[src/crc_pkg.sv]
package crc_pkg;
	// register map, byte addresses relative to block base
	localparam logic [31:0] CRC_BASE_ADDR   = 32'h4006_4000;
	localparam logic [3:0]  CRC_OFF_CTRL    = 4'h0;
	localparam logic [3:0]  CRC_OFF_IRQSTAT = 4'h4;
	localparam logic [3:0]  CRC_OFF_IRQMASK = 4'h8;
	localparam logic [3:0]  CRC_OFF_STATUS  = 4'hc;
	localparam int          CRC_ADDR_W      = 4;
	// control register fields
	localparam int CRC_BIT_EN    = 0;
	localparam int CRC_BIT_HIZ   = 1;
	localparam int CRC_LVL_LO    = 4;
	localparam int CRC_LVL_HI    = 7;
	localparam int CRC_BIT_GOOD  = 12;
	localparam logic       CRC_RST_EN  = 1'h1;
	localparam logic       CRC_RST_HIZ = 1'h0;
	localparam logic [3:0] CRC_RST_LVL = 4'hb;
	localparam logic [3:0] CRC_LVL_MIN = 4'h5;
	// output level in mV: 800 up to code 5, then 50 per step
	localparam int CRC_MV_BASE = 800;
	localparam int CRC_MV_STEP = 50;
	// regulation thresholds in percent of the selected level
	localparam int CRC_PCT_ASSERT   = 90;
	localparam int CRC_PCT_DEASSERT = 87;
	// interrupt status bits
	localparam int CRC_IRQ_GOOD_RISE = 0;
	localparam int CRC_IRQ_GOOD_FALL = 1;
	localparam int CRC_IRQ_RESET_REQ = 2;
	localparam int CRC_IRQ_LATCHED   = 3;
	localparam int CRC_IRQ_W         = 4;
	// status register bits
	localparam int CRC_ST_MODE_LO = 0;
	localparam int CRC_ST_LATCHED = 4;

	typedef enum logic [2:0]
	{
		CRC_MODE_NORMAL = 3'b001,
		CRC_MODE_HIZ    = 3'b010,
		CRC_MODE_OFF    = 3'b100
	} crc_mode_t;
endpackage : crc_pkg

[src/crc_ctl_if.sv]
interface crc_ctl_if;
	import crc_pkg::*;
	logic            enable;
	logic            highZ;
	logic [3:0]      levelCode;
	logic            levelRaise;
	crc_mode_t       mode;
	logic [15:0]     outputMv;
	logic            good;
	logic            goodRise;
	logic            goodFall;

	modport ctl
	(
		output enable,
		output highZ,
		output levelCode,
		output levelRaise,
		input  mode,
		input  good,
		input  goodRise,
		input  goodFall
	);
	modport mon
	(
		input  enable,
		input  highZ,
		input  levelCode,
		input  levelRaise,
		output mode,
		output good,
		output goodRise,
		output goodFall,
		input  outputMv
	);
endinterface : crc_ctl_if

[src/crc_top.sv]
// Design decision made here: the Avalon-MM slave port.
module crc_top
	import crc_pkg::*;
(
	// clock and reset
	input  wire logic                        clk,
	input  wire logic                        rst,
	// avalon-mm slave
	input  wire logic [crc_pkg::CRC_ADDR_W-1:0] avs_address,
	input  wire logic                        avs_read,
	input  wire logic                        avs_write,
	input  wire logic [31:0]                 avs_writedata,
	input  wire logic [3:0]                  avs_byteenable,
	output logic [31:0]                      avs_readdata,
	output logic                             avs_waitrequest,
	output logic [1:0]                       avs_response,
	// analog side
	input  wire logic [15:0]                 outputMv,
	input  wire logic                        feedsCoreSupply,
	input  wire logic                        brownoutEnabled,
	input  wire logic                        inputSupplyGood,
	output logic                             regulatorOn,
	output logic                             outputPinOe,
	output logic                             outputPinPulldown,
	output logic [3:0]                       outputLevelCode,
	output logic                             resetRequest,
	// interrupt
	output logic                             irq
);
	typedef struct packed
	{
		logic                 enable;
		logic                 highZ;
		logic [3:0]           level;
		logic                 latchedOff;
		logic                 resetReq;
		logic [CRC_IRQ_W-1:0] irqStat;
		logic [CRC_IRQ_W-1:0] irqMask;
		logic                 ack;
		logic [31:0]          rdata;
		logic [1:0]           resp;
	} crc_state_t;

	crc_state_t state_r;
	crc_state_t state_nxt;
	crc_ctl_if  ctlBus ();
	logic       access;
	logic       wrLo;
	logic       wrHi;
	logic       offNow;
	logic [CRC_IRQ_W-1:0] events;
	logic [3:0] newLevel;

	crc_reg_monitor u_monitor
	(
		.clk (clk),
		.rst (rst),
		.ctl (ctlBus.mon)
	);

	crc_reg_pin u_pin
	(
		.mode        (ctlBus.mode),
		.regOn       (regulatorOn),
		.pinDriveOe  (outputPinOe),
		.pinPulldown (outputPinPulldown)
	);

	assign ctlBus.enable    = state_r.enable & ~state_r.latchedOff;
	assign ctlBus.highZ     = state_r.highZ;
	assign ctlBus.levelCode = state_r.level;
	assign ctlBus.outputMv  = outputMv;

	always_comb
	begin
		access   = (avs_read | avs_write) & ~state_r.ack;
		wrLo     = avs_write & access & avs_byteenable[0];
		wrHi     = avs_write & access & avs_byteenable[1];
		newLevel = wrLo ? avs_writedata[CRC_LVL_HI:CRC_LVL_LO]
			: state_r.level;
		ctlBus.levelRaise = wrLo
			&& avs_address == CRC_OFF_CTRL
			&& newLevel > state_r.level;
		offNow = ctlBus.mode == CRC_MODE_OFF;
		events = '0;
		events[CRC_IRQ_GOOD_RISE] = ctlBus.goodRise;
		events[CRC_IRQ_GOOD_FALL] = ctlBus.goodFall;
		events[CRC_IRQ_RESET_REQ] = offNow & feedsCoreSupply
			& brownoutEnabled;
		events[CRC_IRQ_LATCHED] = offNow & feedsCoreSupply
			& ~brownoutEnabled & ~state_r.latchedOff;
	end

	always_comb
	begin
		state_nxt = state_r;
		state_nxt.ack   = access;
		state_nxt.resp  = 2'h0;
		state_nxt.rdata = 32'h0;
		// reset request stays high while shut down feeding the core supply with brownout enabled, until the chip reset lands
		state_nxt.resetReq = events[CRC_IRQ_RESET_REQ];
		if (events[CRC_IRQ_LATCHED])
			state_nxt.latchedOff = 1'b1;
		else if (!inputSupplyGood)
			state_nxt.latchedOff = 1'b0;
		if (access && avs_read)
		begin
			case (avs_address)
				CRC_OFF_CTRL:
				begin
					state_nxt.rdata[CRC_BIT_EN]  = state_r.enable;
					state_nxt.rdata[CRC_BIT_HIZ] = state_r.highZ;
					state_nxt.rdata[CRC_LVL_HI:CRC_LVL_LO] = state_r.level;
					state_nxt.rdata[CRC_BIT_GOOD] = ctlBus.good;
				end
				CRC_OFF_IRQSTAT:
					state_nxt.rdata[CRC_IRQ_W-1:0] = state_r.irqStat;
				CRC_OFF_IRQMASK:
					state_nxt.rdata[CRC_IRQ_W-1:0] = state_r.irqMask;
				CRC_OFF_STATUS:
				begin
					state_nxt.rdata[CRC_ST_MODE_LO+2:CRC_ST_MODE_LO] =
						ctlBus.mode;
					state_nxt.rdata[CRC_ST_LATCHED] = state_r.latchedOff;
				end
				default:
					state_nxt.resp = 2'h2;
			endcase
		end
		if (access && avs_write)
		begin
			case (avs_address)
				CRC_OFF_CTRL:
				begin
					if (wrLo)
					begin
						state_nxt.enable = avs_writedata[CRC_BIT_EN];
						state_nxt.highZ  = avs_writedata[CRC_BIT_HIZ];
						state_nxt.level  = newLevel;
					end
				end
				CRC_OFF_IRQSTAT:
					if (wrLo)
						state_nxt.irqStat = state_r.irqStat
							& ~avs_writedata[CRC_IRQ_W-1:0];
				CRC_OFF_IRQMASK:
					if (wrLo)
						state_nxt.irqMask = avs_writedata[CRC_IRQ_W-1:0];
				default:
					state_nxt.resp = 2'h2;
			endcase
		end
		// new events win over a clear in the same cycle
		state_nxt.irqStat = state_nxt.irqStat | events;
		if (wrHi)
			state_nxt.rdata = state_nxt.rdata;
	end

	always_ff @(posedge clk)
	begin
		if (rst)
		begin
			state_r            <= '0;
			state_r.enable     <= CRC_RST_EN;
			state_r.highZ      <= CRC_RST_HIZ;
			state_r.level      <= CRC_RST_LVL;
			state_r.latchedOff <= 1'b0;
		end
		else
			state_r <= state_nxt;
	end

	assign avs_waitrequest = (avs_read | avs_write) & ~state_r.ack;
	assign avs_readdata    = state_r.rdata;
	assign avs_response    = state_r.resp;
	assign outputLevelCode = state_r.level;
	assign resetRequest    = state_r.resetReq;
	assign irq             = |(state_r.irqStat & state_r.irqMask);
endmodule : crc_top

[src/crc_reg_monitor.sv]
module crc_reg_monitor
	import crc_pkg::*;
(
	// clock and reset
	input  wire logic clk,
	input  wire logic rst,
	// control side
	crc_ctl_if.mon    ctl
);
	typedef struct packed
	{
		logic good;
		logic goodRise;
		logic goodFall;
	} crc_mon_t;

	crc_mon_t         state_r;
	crc_mon_t         state_nxt;
	logic [15:0]      targetMv;
	logic [23:0]      scaledOut;
	logic [23:0]      assertLvl;
	logic [23:0]      deassertLvl;

	always_comb
	begin
		if (ctl.levelCode <= CRC_LVL_MIN)
			targetMv = 16'(CRC_MV_BASE);
		else
			targetMv = 16'(CRC_MV_BASE + CRC_MV_STEP
				* (int'(ctl.levelCode) - int'(CRC_LVL_MIN)));
		scaledOut   = 24'(ctl.outputMv) * 24'd100;
		assertLvl   = 24'(targetMv) * 24'(CRC_PCT_ASSERT);
		deassertLvl = 24'(targetMv) * 24'(CRC_PCT_DEASSERT);
	end

	always_comb
	begin
		ctl.mode = CRC_MODE_NORMAL;
		if (!ctl.enable)
			ctl.mode = CRC_MODE_OFF;
		else if (ctl.highZ)
			ctl.mode = CRC_MODE_HIZ;
	end

	always_comb
	begin
		state_nxt = state_r;
		state_nxt.goodRise = 1'b0;
		state_nxt.goodFall = 1'b0;
		if (ctl.mode != CRC_MODE_NORMAL)
			state_nxt.good = 1'b0;
		else if (ctl.levelRaise)
			state_nxt.good = 1'b0;
		else if (!state_r.good && scaledOut >= assertLvl)
			state_nxt.good = 1'b1;
		else if (state_r.good && scaledOut < deassertLvl)
			state_nxt.good = 1'b0;
		state_nxt.goodRise = state_nxt.good & ~state_r.good;
		state_nxt.goodFall = ~state_nxt.good & state_r.good;
	end

	always_ff @(posedge clk)
	begin
		if (rst)
			state_r <= '0;
		else
			state_r <= state_nxt;
	end

	assign ctl.good     = state_r.good;
	assign ctl.goodRise = state_r.goodRise;
	assign ctl.goodFall = state_r.goodFall;
endmodule : crc_reg_monitor

[src/crc_reg_pin.sv]
module crc_reg_pin
	import crc_pkg::*;
(
	// mode in
	input  crc_pkg::crc_mode_t mode,
	// pin control out
	output logic               regOn,
	output logic               pinDriveOe,
	output logic               pinPulldown
);
	always_comb
	begin
		regOn       = 1'b0;
		pinDriveOe  = 1'b0;
		pinPulldown = 1'b0;
		case (mode)
			CRC_MODE_NORMAL:
			begin
				regOn      = 1'b1;
				pinDriveOe = 1'b1;
			end
			CRC_MODE_HIZ:
			begin
				pinDriveOe = 1'b0;
			end
			CRC_MODE_OFF:
			begin
				pinPulldown = 1'b1;
			end
			default:
			begin
				pinPulldown = 1'b1;
			end
		endcase
	end
endmodule : crc_reg_pin

[config.mk]
export PLATFORM = sky130hd
export DESIGN_NAME = crc_top
export DESIGN_NICKNAME = d
export VERILOG_FILES = /design/src/crc_pkg.sv /design/src/crc_ctl_if.sv /design/src/crc_top.sv /design/src/crc_reg_monitor.sv /design/src/crc_reg_pin.sv
export SDC_FILE = /design/constraint.sdc
export NUM_CORES = 1
export LEC_CHECK = 0
export BUFFER_PORTS_ARGS = -buffer_cell sky130_fd_sc_hd__buf_2
export CAP_MARGIN = 10
export CELL_PAD_IN_SITES_DETAIL_PLACEMENT = 0
export CELL_PAD_IN_SITES_GLOBAL_PLACEMENT = 1
export CORE_UTILIZATION = 46
export CTS_CLUSTER_DIAMETER = 60
export CTS_CLUSTER_SIZE = 24
export DETAILED_ROUTE_END_ITERATION = 7
export PLACE_DENSITY = 0.84
export SYNTH_ARGS = -nofsm -noshare
export SYNTH_HDL_FRONTEND = slang
export SYNTH_SLANG_ARGS = --single-unit
[constraint.sdc]
create_clock -name clk -period 9.69 [get_ports clk]
set_input_delay 0.4845 -clock clk [delete_from_list [all_inputs] [get_ports clk]]
set_output_delay 0.4845 -clock clk [all_outputs]
set_load 0.01 [all_outputs]
# After elaboration in Yosys (flattened, before gate mapping)
# Cells that the tools add are included.
# totals
regBits	54
latchBits	0
mem_bits_rw	0
rom_bits	0
inputBits	63
output_inout_bits	44
word_cells	97
mem_count	0
# classes
add_sub_neg	2
multipliers	4
n_div	0
n_lt_le_gt_ge	4
eq_ne	8
n_shift	0
n_mux	26
n_bitwise	22
n_reduce_logical	16
# ops
op	n
$mul A6 B32 Y15 const A	1
$ge A23 B23 Y1	1
$lt A23 B23 Y1	1
$mul A16 B7 Y23 const B	1
$mul A16 B6 Y22 const B	1
$mul A16 B5 Y21 const B	1
$mux W4	5
$add A11 B16 Y16 const A	1
$mux W16	1
$and A1 B1 Y1	10
$mux W10	1
$and A4 B4 Y4	2
$eq A4 B4 Y1 const B	2
$mux W1	8
$mux W2	4
$mux W8	1
$pmux W2 S4	1
$reduce_or A4 Y1	2
$not A1 Y1	7
$logic_and A1 B1 Y1	6
$mux W3	2
$reduce_and A3 Y1	2
$reduce_or A3 Y1	2
$sub A4 B3 Y5 const B	1
other kinds (16)	18

# Logic depth before layout (Yosys ltp)
# Gate-level depths: netlist of run 1.
# depth
depth_word	13
depth_mapped	39
ltp_nobuf	37

# Modules after synthesis
# A second synthesis of run 1 with hierarchy kept.
# unflattened
hier_cells	1046
area_unflattened_um2	8802.2
# modules_own_cells
mod	n_inst	cells_each	area_each_um2	seq_area_each_um2
crc_reg_monitor	1	859	7206.9	60.1
crc_top	1	183	1565.3	540.5
crc_reg_pin	1	4	30.0	0.0

# Least setup slack after synthesis of run 1
# No wires, ideal clock.
# synth_timing
path_type	register -> register
from	register state_r (netlist bit outputLevelCode[0])
to	register u_monitor.state_r (netlist bit u_monitor.ctl.goodFall)
setup_time_ps	122
arrival_time_ps	8792
required_ps	9568
path_slack_ps	776
path_stages_with_launch	37
n_path_buf	1
synth_period_minus_slack_ps	8914
path_cell_list	dfxtp_1 -> buf_4 -> inv_1 -> ha_1 -> o21ai_2 -> inv_1 -> fa_1 -> ha_1 -> ha_1 -> inv_1 -> fa_1 -> nand2b_1 -> a21oi_1 -> nor2_1 -> ha_1 -> a31oi_1 -> nor4b_2 -> a311o_1 -> ha_1 -> fa_1 -> fa_1 -> inv_1 -> fa_1 -> inv_1 -> ha_1 -> a21o_1 -> o21bai_1 -> a221oi_1 -> nand2_1 -> xnor2_1 -> ha_1 -> nand2_1 -> o21ai_0 -> a211o_1 -> nor4_1 -> o311a_1 -> o311a_1
# synth_via
elab_chain_len	13
word_cells_on_any_way	20
cone_classes	add/sub (2); mul (3); order compare (4); mux (6); bitwise (2); reduce/logical (3)
# synth_rtl
element	line_no	rtl
from (decl)	crc_top.sv:44	crc_state_t state_r;
from (signal assigned)	crc_top.sv:170	state_r <= state_nxt;
$sub A4 B3 Y5	crc_reg_monitor.sv:30	* (int'(ctl.levelCode) - int'(CRC_LVL_MIN)));
$mul A6 B32 Y15	crc_reg_monitor.sv:30	
$add A11 B16 Y16	crc_reg_monitor.sv:29	targetMv = 16'(CRC_MV_BASE + CRC_MV_STEP
$mux W16	crc_reg_monitor.sv:26	if (ctl.levelCode <= CRC_LVL_MIN)
$mul A16 B7 Y23	crc_reg_monitor.sv:33	deassertLvl = 24'(targetMv) * 24'(CRC_PCT_DEASSERT);
$lt A23 B23 Y1	crc_reg_monitor.sv:56	else if (state_r.good && scaledOut < deassertLvl)
$logic_and A1 B1 Y1	crc_reg_monitor.sv:56	
$mux W1	crc_reg_monitor.sv:56	
$mux W1	crc_reg_monitor.sv:54	else if (!state_r.good && scaledOut >= assertLvl)
$mux W1 (*)	crc_reg_monitor.sv:52	else if (ctl.levelRaise)
$mux W1 (*)	crc_reg_monitor.sv:50	if (ctl.mode != CRC_MODE_NORMAL)
$not A1 Y1 (*)	crc_reg_monitor.sv:59	state_nxt.goodFall = ~state_nxt.good & state_r.good;
$and A1 B1 Y1 (*)	crc_reg_monitor.sv:59	
to (signal assigned)	crc_reg_monitor.sv:67	state_r <= state_nxt;
to (decl)	crc_reg_monitor.sv:17	crc_mon_t state_r;
# Every way passes the cells marked *; elsewhere a longest branch is shown, timed or not.
# A chain may end at the register's enable or synchronous reset.

# Final worst setup path of run 1
# layout_timing
from	register state_r (netlist bit outputLevelCode[1])
to	register u_monitor.state_r (netlist bit u_monitor.ctl.goodFall)
# The elaborated chain is that of the path after synthesis.

==> results of run 1 <==
worst max path at each step:
stage / slack (ns) / cells after the start / endpoint / startpoint
6_report: 0.55 / 37 / u_monitor.ctl.goodFall / outputLevelCode[1]
5_1_grt: 0.01 / 36 / u_monitor.ctl.goodFall / outputLevelCode[1]
4_1_cts: 0.27 / 35 / u_monitor.ctl.goodFall / outputLevelCode[0]
3_5_place_dp: 0.32 / 35 / u_monitor.ctl.goodFall / outputLevelCode[0]
3_3_place_gp: 0.43 / 35 / u_monitor.ctl.goodFall / outputLevelCode[2]
2_1_floorplan: 0.78 / 36 / u_monitor.ctl.goodFall / outputLevelCode[0]
layer usage:
layer | vias to the layer above | GRT usage | wire length [um]
met5 | - | 0 | 0
met2 | 78 | 0.324 | 8310
met3 | 11 | 0.0117 | 284
met4 | 0 | 0.0339 | 242
met1 | 3174 | 0.270 | 9240
li1 | 3505 | - | -
area by class of cell:
type | instances | share of cell area
inverter | 191 | 0.0773
timing repair buffer | 68 | 0.0402
clock inverter | 1 | 0.000540
multi-input combinational | 764 | 0.771
sequential | 30 | 0.0649
tap | 229 | 0.0309
clock buffer | 7 | 0.0154
critical path, delay by kind of cell (launching register included):
family | cells | cell delay [ns]
and+or+nand+nor | 6 | 1.03
muxes | 1 | 0.13
AOI/OAI and AO/OA | 12 | 2.78
adders and majority gates | 11 | 4.03
buffers and inverters | 6 | 0.61
DFF | 1 | 0.32
xor gates and xnor gates | 1 | 0.16
through the flow:
stage	instance area (um2)	util
detailed placement	9100	0.500
global route	9280	0.509
CTS	9250	0.508
global placement	9100	0.500
finish	9280	0.509
floorplan	8780	-
logic make-up (layout without fill, tap and decap cells):
logic type / after synthesis / count (layout)
compound gates: 196 / 196
xor+xnor: 49 / 49
fa+ha+maj: 275 / 275
buf+inv: 239 / 267
flops: 30 / 30
mux: 11 / 11
other cells: 1 / 24
simple gates: 209 / 209
flip-flops by register name, indices dropped and copies added, names as in the netlist:
signal,cells
state_r,11
avs_readdata,9
outputLevelCode,4
avs_response,1
ctlBus.highZ,1
resetRequest,1
u_monitor.ctl.good,1
u_monitor.ctl.goodFall,1
u_monitor.ctl.goodRise,1
placed cells by master, fill, tap and decap left out, drive strengths merged, types with 8 or more instances in the layout:
| cell | synthesis | final |
|---|---|---|
| dfxtp | 30 | 30 |
| o21ai | 33 | 33 |
| buf | 42 | 68 |
| o21bai | 9 | 9 |
| nor4 | 8 | 8 |
| ha | 202 | 202 |
| nor2 | 44 | 44 |
| fa | 73 | 73 |
| a211oi | 13 | 13 |
| nor3 | 11 | 11 |
| nand3 | 25 | 25 |
| xor2 | 31 | 31 |
| nand2 | 64 | 64 |
| conb | 1 | 24 |
| and3 | 9 | 9 |
| inv | 191 | 191 |
| xnor2 | 18 | 18 |
| a21oi | 55 | 55 |
| a21o | 16 | 16 |
| nor2b | 9 | 9 |
power groups by stage:
| stage | sequential, mW | combinational [mW] | clock [mW] |
|---|---|---|---|
| final | 0.141 | 1.08 | 0.157 |
| after global routing | 0.142 | 1.25 | 0.164 |
| after CTS | 0.141 | 1.08 | 0.157 |
| after detailed placement | 0.144 | 1.08 | 0 |
| after global placement | 0.144 | 1.05 | 0 |
| after floorplan | 0.139 | 0.843 | 0 |
what timing repair did:
action | CTS | global route
hold buffers | 0 | 0
setup endpoints to repair | 0 | 2
hold endpoints to repair | 0 | 0
buffers inserted | 0 | 0
gates resized for setup | 0 | 7
==> results.py, run 1 <==
metrics = {
    "place": {
        "dp_hpwl_um": 16200,
        "io_buffers": 55,
        "place_congestion": 0.875,
        "dp.cells": 1282,
        "dp_slack_ns": 0.318,
    },
    "synth": {
        "synth_seq_cells": 30,
        "synth_top_family_by_area": "adder cells",
        "synth_xor_area_frac": 0.0502,
        "seq_area_frac_synth": 0.0691,
        "yosys.area.top_type": "ha_1",
        "synth_top_cell_area_share": 0.291,
        "muxShareOfSynthArea": 0.0145,
        "ys_types": 82,
        "synth_adder_area_share": 0.459,
        "synth_edf_count": 0,
        "yosys_warnings": 0,
        "synth_area_um2": 8690,
        "synth_compound_area_frac": 0.163,
        "yosys-top-cells-area": "ha_1 (29%), fa_1 (17%), inv_1 (8.2%), dfxtp_1 (6.9%), buf_4 (3.5%)",
        "async_flop_share": 0,
        "yosys-top-cells-count": "ha_1 (202), inv_1 (190), fa_1 (73)",
        "netlist_instances": 1010,
        "synth-simple-area-share": 0.123,
        "synth.avg_cell_area_um2": 8.60,
        "yosysMostFrequentCell": "ha_1",
        "synthFlopType": "dfxtp_1",
    },
    "detailed_routing": {
        "num_vias": 6768,
        "totalWireLength_um": 18100,
        "firstDrtPassIters": 5,
        "drtIter0Drc": 191,
        "antenna_left": 0,
        "vias_per_cell": 5.25,
        "routedWlPerCell_um": 14.0,
        "drc_errors": 0,
    },
    "die": {
        "io_pins": 107,
        "die_area_um2": 19400,
        "fp.coreArea_um2": 18200,
        "die_h_um": 139,
        "die_x_um": 139,
        "rows": 49,
        "initial_utilization": 0.477,
    },
    "sta": {
        "rsz0062_at_grt": "no",
        "fin_ws_ns": 0.550,
        "post-route-min-period_ns": 9.14,
        "worstMarginPinSlew_ns": 0.660,
        "drv_slew": 0,
        "max_freq_mhz": 109,
        "setup_tns_ns": 0,
        "setup_viol": 0,
        "final-hold-violation-count": 0,
        "timing.final.crit_share": 0.943,
        "skew_ns": 0.00103,
        "slew_headroom": 0.560,
        "whs_ns": 0.453,
    },
    "flow_run": {
        "cap_violations": 0,
    },
    "min_path": {
        "min_path_cells": 2,
        "hp-class": "reg -> reg",
        "min-delay-start": "u_monitor.ctl.goodFall",
        "hold_end": "state_r[40]",
    },
    "pwr": {
        "seq_power_share": 0.102,
        "p_per_area_nw_per_um2": 149,
        "p_int_mw": 0.696,
        "pwr-share-clk": 0.114,
        "total_power_mw": 1.38,
        "p_sw_mw": 0.684,
        "p_comb_frac": 0.784,
        "power.leakage_nw": 4.96,
        "ir_drop_mv": 0.0768,
        "switching_share": 0.495,
    },
    "critical_path": {
        "rrSetupSlack_ns": 0.55,
        "path_class": "reg -> reg",
        "critPathLaunchType": "register",
        "cpMaxStageDelayCell": "fa_1",
        "critical_path_arrival_ns": 9.36,
        "r2r_end": "u_monitor.ctl.goodFall",
        "crit_required_ns": 9.91,
        "end_kind": "register",
        "rr_worst_depth": 37,
        "crit_fanout": 6,
        "rr_startpoint": "outputLevelCode[1]",
        "crit_top_cell": "ha_1",
        "max_stage_delay_ns": 0.51,
    },
    "finish": {
        "fillers": 1781,
        "drive_gt1_frac": 0.113,
        "multi_input_comb_area_um2": 7150,
        "fin_nets": 1398,
        "area_delta_synth_final_pct": 6.74,
        "seq_area_um2": 602,
        "stdcell_count": 1290,
        "antenna_cells": 0,
    },
    "clock_tree": {
        "tritoncts": "done",
        "cts_max_level": 2,
        "cts.sinks": 30,
        "cts_buffers": 5,
        "insertion_delay_ns": 0.27,
        "clkTransAtPathRegs_ns": 0.05,
        "max-clock-path-buffers": 2,
        "root_buffer": "clkbuf_16",
    },
    "global_route": {
        "grt_max_degree": 17,
        "grt_overflow": 0,
        "grt_pass1_vias": 6561,
        "grt_pass1_wl_um": 30600,
        "grt_antenna_before_repair": 0,
        "grt_usage": 0.191,
    },
    "outcome": {
        "outcome": "complete, no violations",
    },
}
No activity file was read; power rests on OpenSTA's default activity.
==> inputs of run 2 (changes only) <==
Settings changed: CORE_UTILIZATION 46 to 42, MAX_ROUTING_LAYER from default to met4, PLACE_DENSITY 0.84 to 0.81.
Clock period 9.69 ns to 7.5 ns, I/O delays scaled along.
==> run 2 against run 1 <==
  * The run now ends with setup timing left
  * Sequential share of layout area fell by 0.85 points
  * Cell count rose by 13%
  * Clock power rose by 72%
  * Clock skew rose by 0.0036 ns
  * Sequential cell count did not move
  * Hold slack got worse by 0.098 ns
  * Wire length rose by 11%
  * Sequential power rose by 30%
  * Die area rose by 9.4%
  * Critical path type unchanged
  * Critical endpoint unchanged
==> results.py, run 2 (same netlist as run 1, synthesis figures left out) <==
metrics = {
    "outcome": {
        "outcome": "finished, violations left",
        "violations": "setup timing",
    },
    "die": {
        "die_h_um": 146,
        "initial_utilization": 0.430,
        "io_pins": 107,
        "die_area_um2": 21300,
        "rows": 52,
        "fp.coreArea_um2": 20200,
        "die_x_um": 146,
    },
    "critical_path": {
        "end_kind": "register",
        "rr_worst_depth": 37,
        "crit_fanout": 4,
        "max_stage_delay_ns": 0.52,
        "cpMaxStageDelayCell": "fa_1",
        "path_class": "reg -> reg",
        "critPathLaunchType": "register",
        "critical_path_arrival_ns": 8.43,
        "crit_required_ns": 7.66,
    },
    "global_route": {
        "grt.busiest_layer": "met2",
        "use_met1": 0.267,
        "grt_max_degree": 17,
        "met3_usage": 0.00940,
        "grt_pass1_vias": 7328,
        "grt_overflow": 0,
        "grt_usage": 0.202,
        "met2_usage": 0.346,
        "grt_antenna_before_repair": 0,
        "grt_pass1_wl_um": 34600,
    },
    "detailed_routing": {
        "drtIter0Drc": 259,
        "vias_per_cell": 5.03,
        "drc_errors": 0,
        "antenna_left": 0,
        "firstDrtPassIters": 5,
        "routedWlPerCell_um": 13.8,
        "totalWireLength_um": 20100,
        "num_vias": 7355,
    },
    "pwr": {
        "ir_drop_mv": 0.104,
        "p_per_area_nw_per_um2": 199,
        "power.leakage_nw": 5.64,
    },
    "finish": {
        "largest_register": "state_r",
        "area_delta_synth_final_pct": 23.0,
        "fillers": 1936,
        "largest_register_ffs": 11,
        "mostFrequentLayoutCells": "ha_1 (186), inv_1 (179), buf_4 (143)",
        "multi_input_comb_area_um2": 7480,
        "seq_area_um2": 603,
        "drive_gt1_frac": 0.254,
        "design_area_um2": 10700,
        "fin_nets": 1528,
        "antenna_cells": 0,
        "final_common_cell": "ha_1",
    },
    "sta": {
        "max_freq_mhz": 121,
        "post-route-min-period_ns": 8.27,
        "worstMarginPinSlew_ns": 0.748,
        "skew_ns": 0.00464,
        "rsz0062_at_grt": "yes",
        "timing.final.crit_share": 1.10,
        "whs_ns": 0.355,
        "fin_ws_ns": -0.765,
        "setup_viol": 3,
        "slew_headroom": 0.500,
        "setup_tns_ns": -2.07,
        "final-hold-violation-count": 0,
        "drv_slew": 0,
    },
    "flow_run": {
        "cap_violations": 0,
    },
    "clock_tree": {
        "max-clock-path-buffers": 2,
        "cts.sinks": 30,
        "tritoncts": "done",
        "insertion_delay_ns": 0.28,
        "cts_buffers": 5,
        "cts_max_level": 2,
        "clkTransAtPathRegs_ns": 0.05,
        "hold_buffers": 0,
        "root_buffer": "clkbuf_16",
    },
    "place": {
        "place_congestion": 0.894,
        "io_buffers": 55,
        "dp_hpwl_um": 17900,
        "place_area_um2": 10300,
    },
    "min_path": {
        "hp-class": "in -> reg",
        "min_path_cells": 3,
    },
}
==> run 2: metal layers <==
metal / part of all wire / vias up
met5: 0 / -
met4: 0.012 / 0
met3: 0.033 / 16
met2: 0.48 / 132
met1: 0.47 / 3443
li1: - / 3764
==> run 2: path summary, 6_finish.rpt <==
check / startpoint / endpoint / slack, ns
max: outputLevelCode[0] / u_monitor.ctl.goodFall / -0.77
min: inputSupplyGood / state_r[44] / 0.36
max reg2reg: outputLevelCode[0] / u_monitor.ctl.goodFall / -0.77
min reg2reg: u_monitor.ctl.goodRise / state_r[39] / 0.44
==> run 2: where the power goes <==
group          switching, mW  internal [mW]  leakage, nW
logic                  0.888          0.780         5.30
registers             0.0119          0.171        0.242
clock network         0.0709          0.199       0.0971
total                  0.971           1.15         5.64
==> run 2: layout make-up <==
type	count	area share
Inverter	191	0.0675
Multi-Input combinational cell	764	0.700
Tap cell	270	0.0316
Timing Repair Buffer	198	0.126
Clock inverter	2	0.00562
Sequential cell	30	0.0564
Clock buffer	6	0.0130
==> run 2: worst max-delay path: cells and delay by family (launching register included) <==
family | cells | cell delay, ns
AO/OA/AOI/OAI | 11 | 2.61
XOR/XNOR | 1 | 0.15
adder cells (fa/ha/maj) | 12 | 4.21
buffers and inverters | 7 | 0.44
flip-flops | 1 | 0.35
AND/OR/NAND/NOR | 6 | 0.38
==> run 2: per-stage QoR <==
| step | util | cells | total power, mW | setup slack [ns] |
|---|---|---|---|---|
| global route | 0.528 | 1461 | 2.35 | -1.01 |
| detailed placement | 0.509 | 1443 | 1.80 | -0.779 |
| CTS | 0.526 | 1459 | 2.12 | -0.644 |
| finish | 0.528 | 1461 | 2.12 | -0.765 |
| global placement | 0.509 | 1443 | 1.77 | -0.705 |
| floorplan | - | 1033 | 1.30 | -0.532 |
==> run 2: repair_timing <==
item / 4_1_cts / 5_1_grt
pin swaps: 21 / 5
endpoints found under the setup margin: 3 / 3
setup buffers: 8 / 2
resized for setup: 15 / 8
==> inputs of run 3 (changes only) <==
--- a/config.mk
+++ b/config.mk
@@ -18,3 +18,4 @@
 export SYNTH_ARGS = -nofsm -noshare
 export SYNTH_HDL_FRONTEND = slang
+export SYNTH_HIERARCHICAL = 1
 export SYNTH_SLANG_ARGS = --single-unit
==> constraint.sdc (replaced) <==
create_clock -name clk -period 7.5 [get_ports clk]
set_input_delay 1.5 -clock clk [delete_from_list [all_inputs] [get_ports clk]]
set_output_delay 1.5 -clock clk [all_outputs]
set_load 0.01 [all_outputs]
==> run 3 against run 2 <==
  * The flow still finishes with violations (setup timing)
  * Maximum frequency up 0.41%
  * Non-clock buffer count up 17
  * First-iteration DRC count down 5.8%
  * Hold slack better by 0.11 ns
  * Combinational power up 75%
  * Count of clock-buffer cells in the layout up 2
  * Clock power down 31%
  * Wire length up 1.5%
  * Final area up 2.1%
  * Cell count up 3.1%
  * Largest power group unchanged
==> results.py, run 3 <==
metrics = {
    "synth": {
        "synth_seq_cells": 30,
        "synth.avg_cell_area_um2": 8.42,
        "yosys-top-cells-area": "ha_1 (29%), fa_1 (17%), inv_1 (8.4%), dfxtp_1 (6.8%), a21oi_1 (3.4%)",
        "yosys.area.top_type": "ha_1",
        "seq_area_frac_synth": 0.0682,
        "netlist_instances": 1046,
        "synth_area_um2": 8800,
        "async_flop_share": 0,
        "yosysMostFrequentCell": "ha_1",
        "synth_edf_count": 0,
        "ys_types": 71,
        "yosys_warnings": 6,
        "yosys-top-cells-count": "ha_1 (201), inv_1 (198), fa_1 (73)",
        "synth_top_cell_area_share": 0.286,
        "synthFlopType": "dfxtp_1",
    },
    "detailed_routing": {
        "vias_per_cell": 5.02,
        "drc_errors": 0,
        "drtIter0Drc": 244,
        "routedWlPerCell_um": 13.5,
        "antenna_left": 0,
        "num_vias": 7562,
        "totalWireLength_um": 20400,
        "firstDrtPassIters": 5,
    },
    "critical_path": {
        "cpMaxStageDelayCell": "fa_1",
        "critPathLaunchType": "register",
        "crit_fanout": 4,
        "rr_worst_depth": 38,
        "max_stage_delay_ns": 0.57,
        "path_class": "reg -> reg",
        "crit_required_ns": 7.66,
        "end_kind": "register",
        "critical_path_arrival_ns": 8.40,
    },
    "sta": {
        "fin_ws_ns": -0.732,
        "drv_slew": 0,
        "skew_ns": 0.00582,
        "final-hold-violation-count": 0,
        "slew_headroom": 0.477,
        "max_freq_mhz": 121,
        "setup_viol": 3,
        "worstMarginPinSlew_ns": 0.784,
        "post-route-min-period_ns": 8.23,
        "timing.final.crit_share": 1.10,
        "rsz0062_at_grt": "yes",
    },
    "pwr": {
        "p_per_area_nw_per_um2": 302,
        "power.leakage_nw": 5.72,
        "ir_drop_mv": 0.262,
    },
    "place": {
        "dp_hpwl_um": 17900,
        "place_area_um2": 10400,
        "place_congestion": 0.881,
        "io_buffers": 55,
    },
    "finish": {
        "largest_register_ffs": 11,
        "design_area_um2": 10900,
        "seq_area_um2": 606,
        "antenna_cells": 0,
        "drive_gt1_frac": 0.243,
        "area_delta_synth_final_pct": 24.1,
        "largest_register": "state_r",
        "multi_input_comb_area_um2": 7600,
        "mostFrequentLayoutCells": "inv_1 (192), ha_1 (187), buf_4 (154)",
        "final_common_cell": "inv_1",
        "post-route-util": 0.536,
        "fin_nets": 1573,
        "fillers": 1937,
    },
    "min_path": {
        "min_path_cells": 1,
        "hp-class": "reg -> reg",
    },
    "die": {
        "initial_utilization": 0.432,
        "die_area_um2": 21500,
        "rows": 52,
        "die_h_um": 147,
        "die_x_um": 147,
        "io_pins": 107,
        "fp.coreArea_um2": 20400,
    },
    "flow_run": {
        "cap_violations": 0,
    },
    "clock_tree": {
        "cts_max_level": 2,
        "clkTransAtPathRegs_ns": 0.05,
        "tritoncts": "done",
        "cts.sinks": 30,
        "max-clock-path-buffers": 2,
        "hold_buffers": 0,
        "insertion_delay_ns": 0.27,
        "cts_buffers": 5,
        "root_buffer": "clkbuf_16",
    },
    "global_route": {
        "grt_usage": 0.198,
        "grt_pass1_wl_um": 34400,
        "grt_antenna_before_repair": 0,
        "grt_pass1_vias": 7370,
        "grt_max_degree": 23,
        "grt_overflow": 0,
    },
    "outcome": {
        "outcome": "finished, violations left",
        "violations": "setup timing",
    },
}
[run 3: final cells by class]
type                    instances  share of cell area
well taps                     270              0.0309
multi-input cells             786               0.696
clock buffers                   8              0.0125
inverters                     198              0.0681
flip-flops and latches         30              0.0555
repair buffers                215               0.137
[run 3: path summary, 6_finish.rpt]
check / start / end / slack [ns]
min: u_monitor/ctl.goodRise / state_r[39] / 0.46
max: outputLevelCode[0] / u_monitor/ctl.goodRise / -0.73
min reg2reg: u_monitor/ctl.goodRise / state_r[39] / 0.46
max reg2reg: outputLevelCode[0] / u_monitor/ctl.goodRise / -0.73
[run 3: what timing repair did]
| item | 4_1_cts | 5_1_grt |
|---|---|---|
| setup buffers | 4 | 7 |
| setup endpoints to repair | 3 | 3 |
| pin swaps | 21 | 22 |
| hold endpoints to repair | 0 | 0 |
| cloned | 0 | 0 |
| resized for setup | 36 | 31 |
[run 3: logic make-up (layout without fill, tap and decap cells)]
family | Yosys count | in the layout | synth area share
mux | 7 | 7 | 0.00839
compound gates | 215 | 215 | 0.163
fa+ha+maj | 274 | 274 | 0.452
xor+xnor | 49 | 49 | 0.0488
buf+inv | 253 | 421 | 0.126
simple gates | 217 | 217 | 0.134
flops | 30 | 30 | 0.0682
other cells | 1 | 24 | 0.000426
[run 3: through the flow]
step,power [mW],setup slack [ns],instances,hold WS [ns],TNS (ns)
2_1_floorplan,1.96,-0.363,1069,0.418,-0.970
3_3_place_gp,2.79,-0.766,1488,0.432,-2.16
3_5_place_dp,2.86,-0.901,1488,0.437,-2.60
4_1_cts,3.12,-0.712,1500,0.464,-2.05
5_1_grt,3.64,-1.06,1507,0.497,-3.13
6_report,3.30,-0.732,1507,0.465,-2.11
[run 3: critical path: cells and delay by family (launching register included)]
family                     cells  cell delay, ns
AOI/OAI and AO/OA              8            1.35
xor gates and xnor gates       2            0.32
adders and majority gates     11            3.89
buffers and inverters          8            0.68
DFF                            1            0.36
and+or+nand+nor                9            1.51
[run 3: routing by layer]
layer  track usage  vias to the layer above  share of wire  wire (um)
met1         0.262                     3571           0.49       9930
met4        0.0250                        0          0.011        216
met5             -                        -              0          0
met2         0.339                       77           0.48       9790
li1              -                     3902              -          -
met3        0.0146                       12          0.023        470
[run 3: power by group]
part / leakage (nW) / switching, mW / internal [mW]
Sequential: 0.243 / 0.00946 / 0.171
Clock: 0.0652 / 0.0631 / 0.123
Combinational: 5.41 / 1.49 / 1.44
Total: 5.72 / 1.56 / 1.74
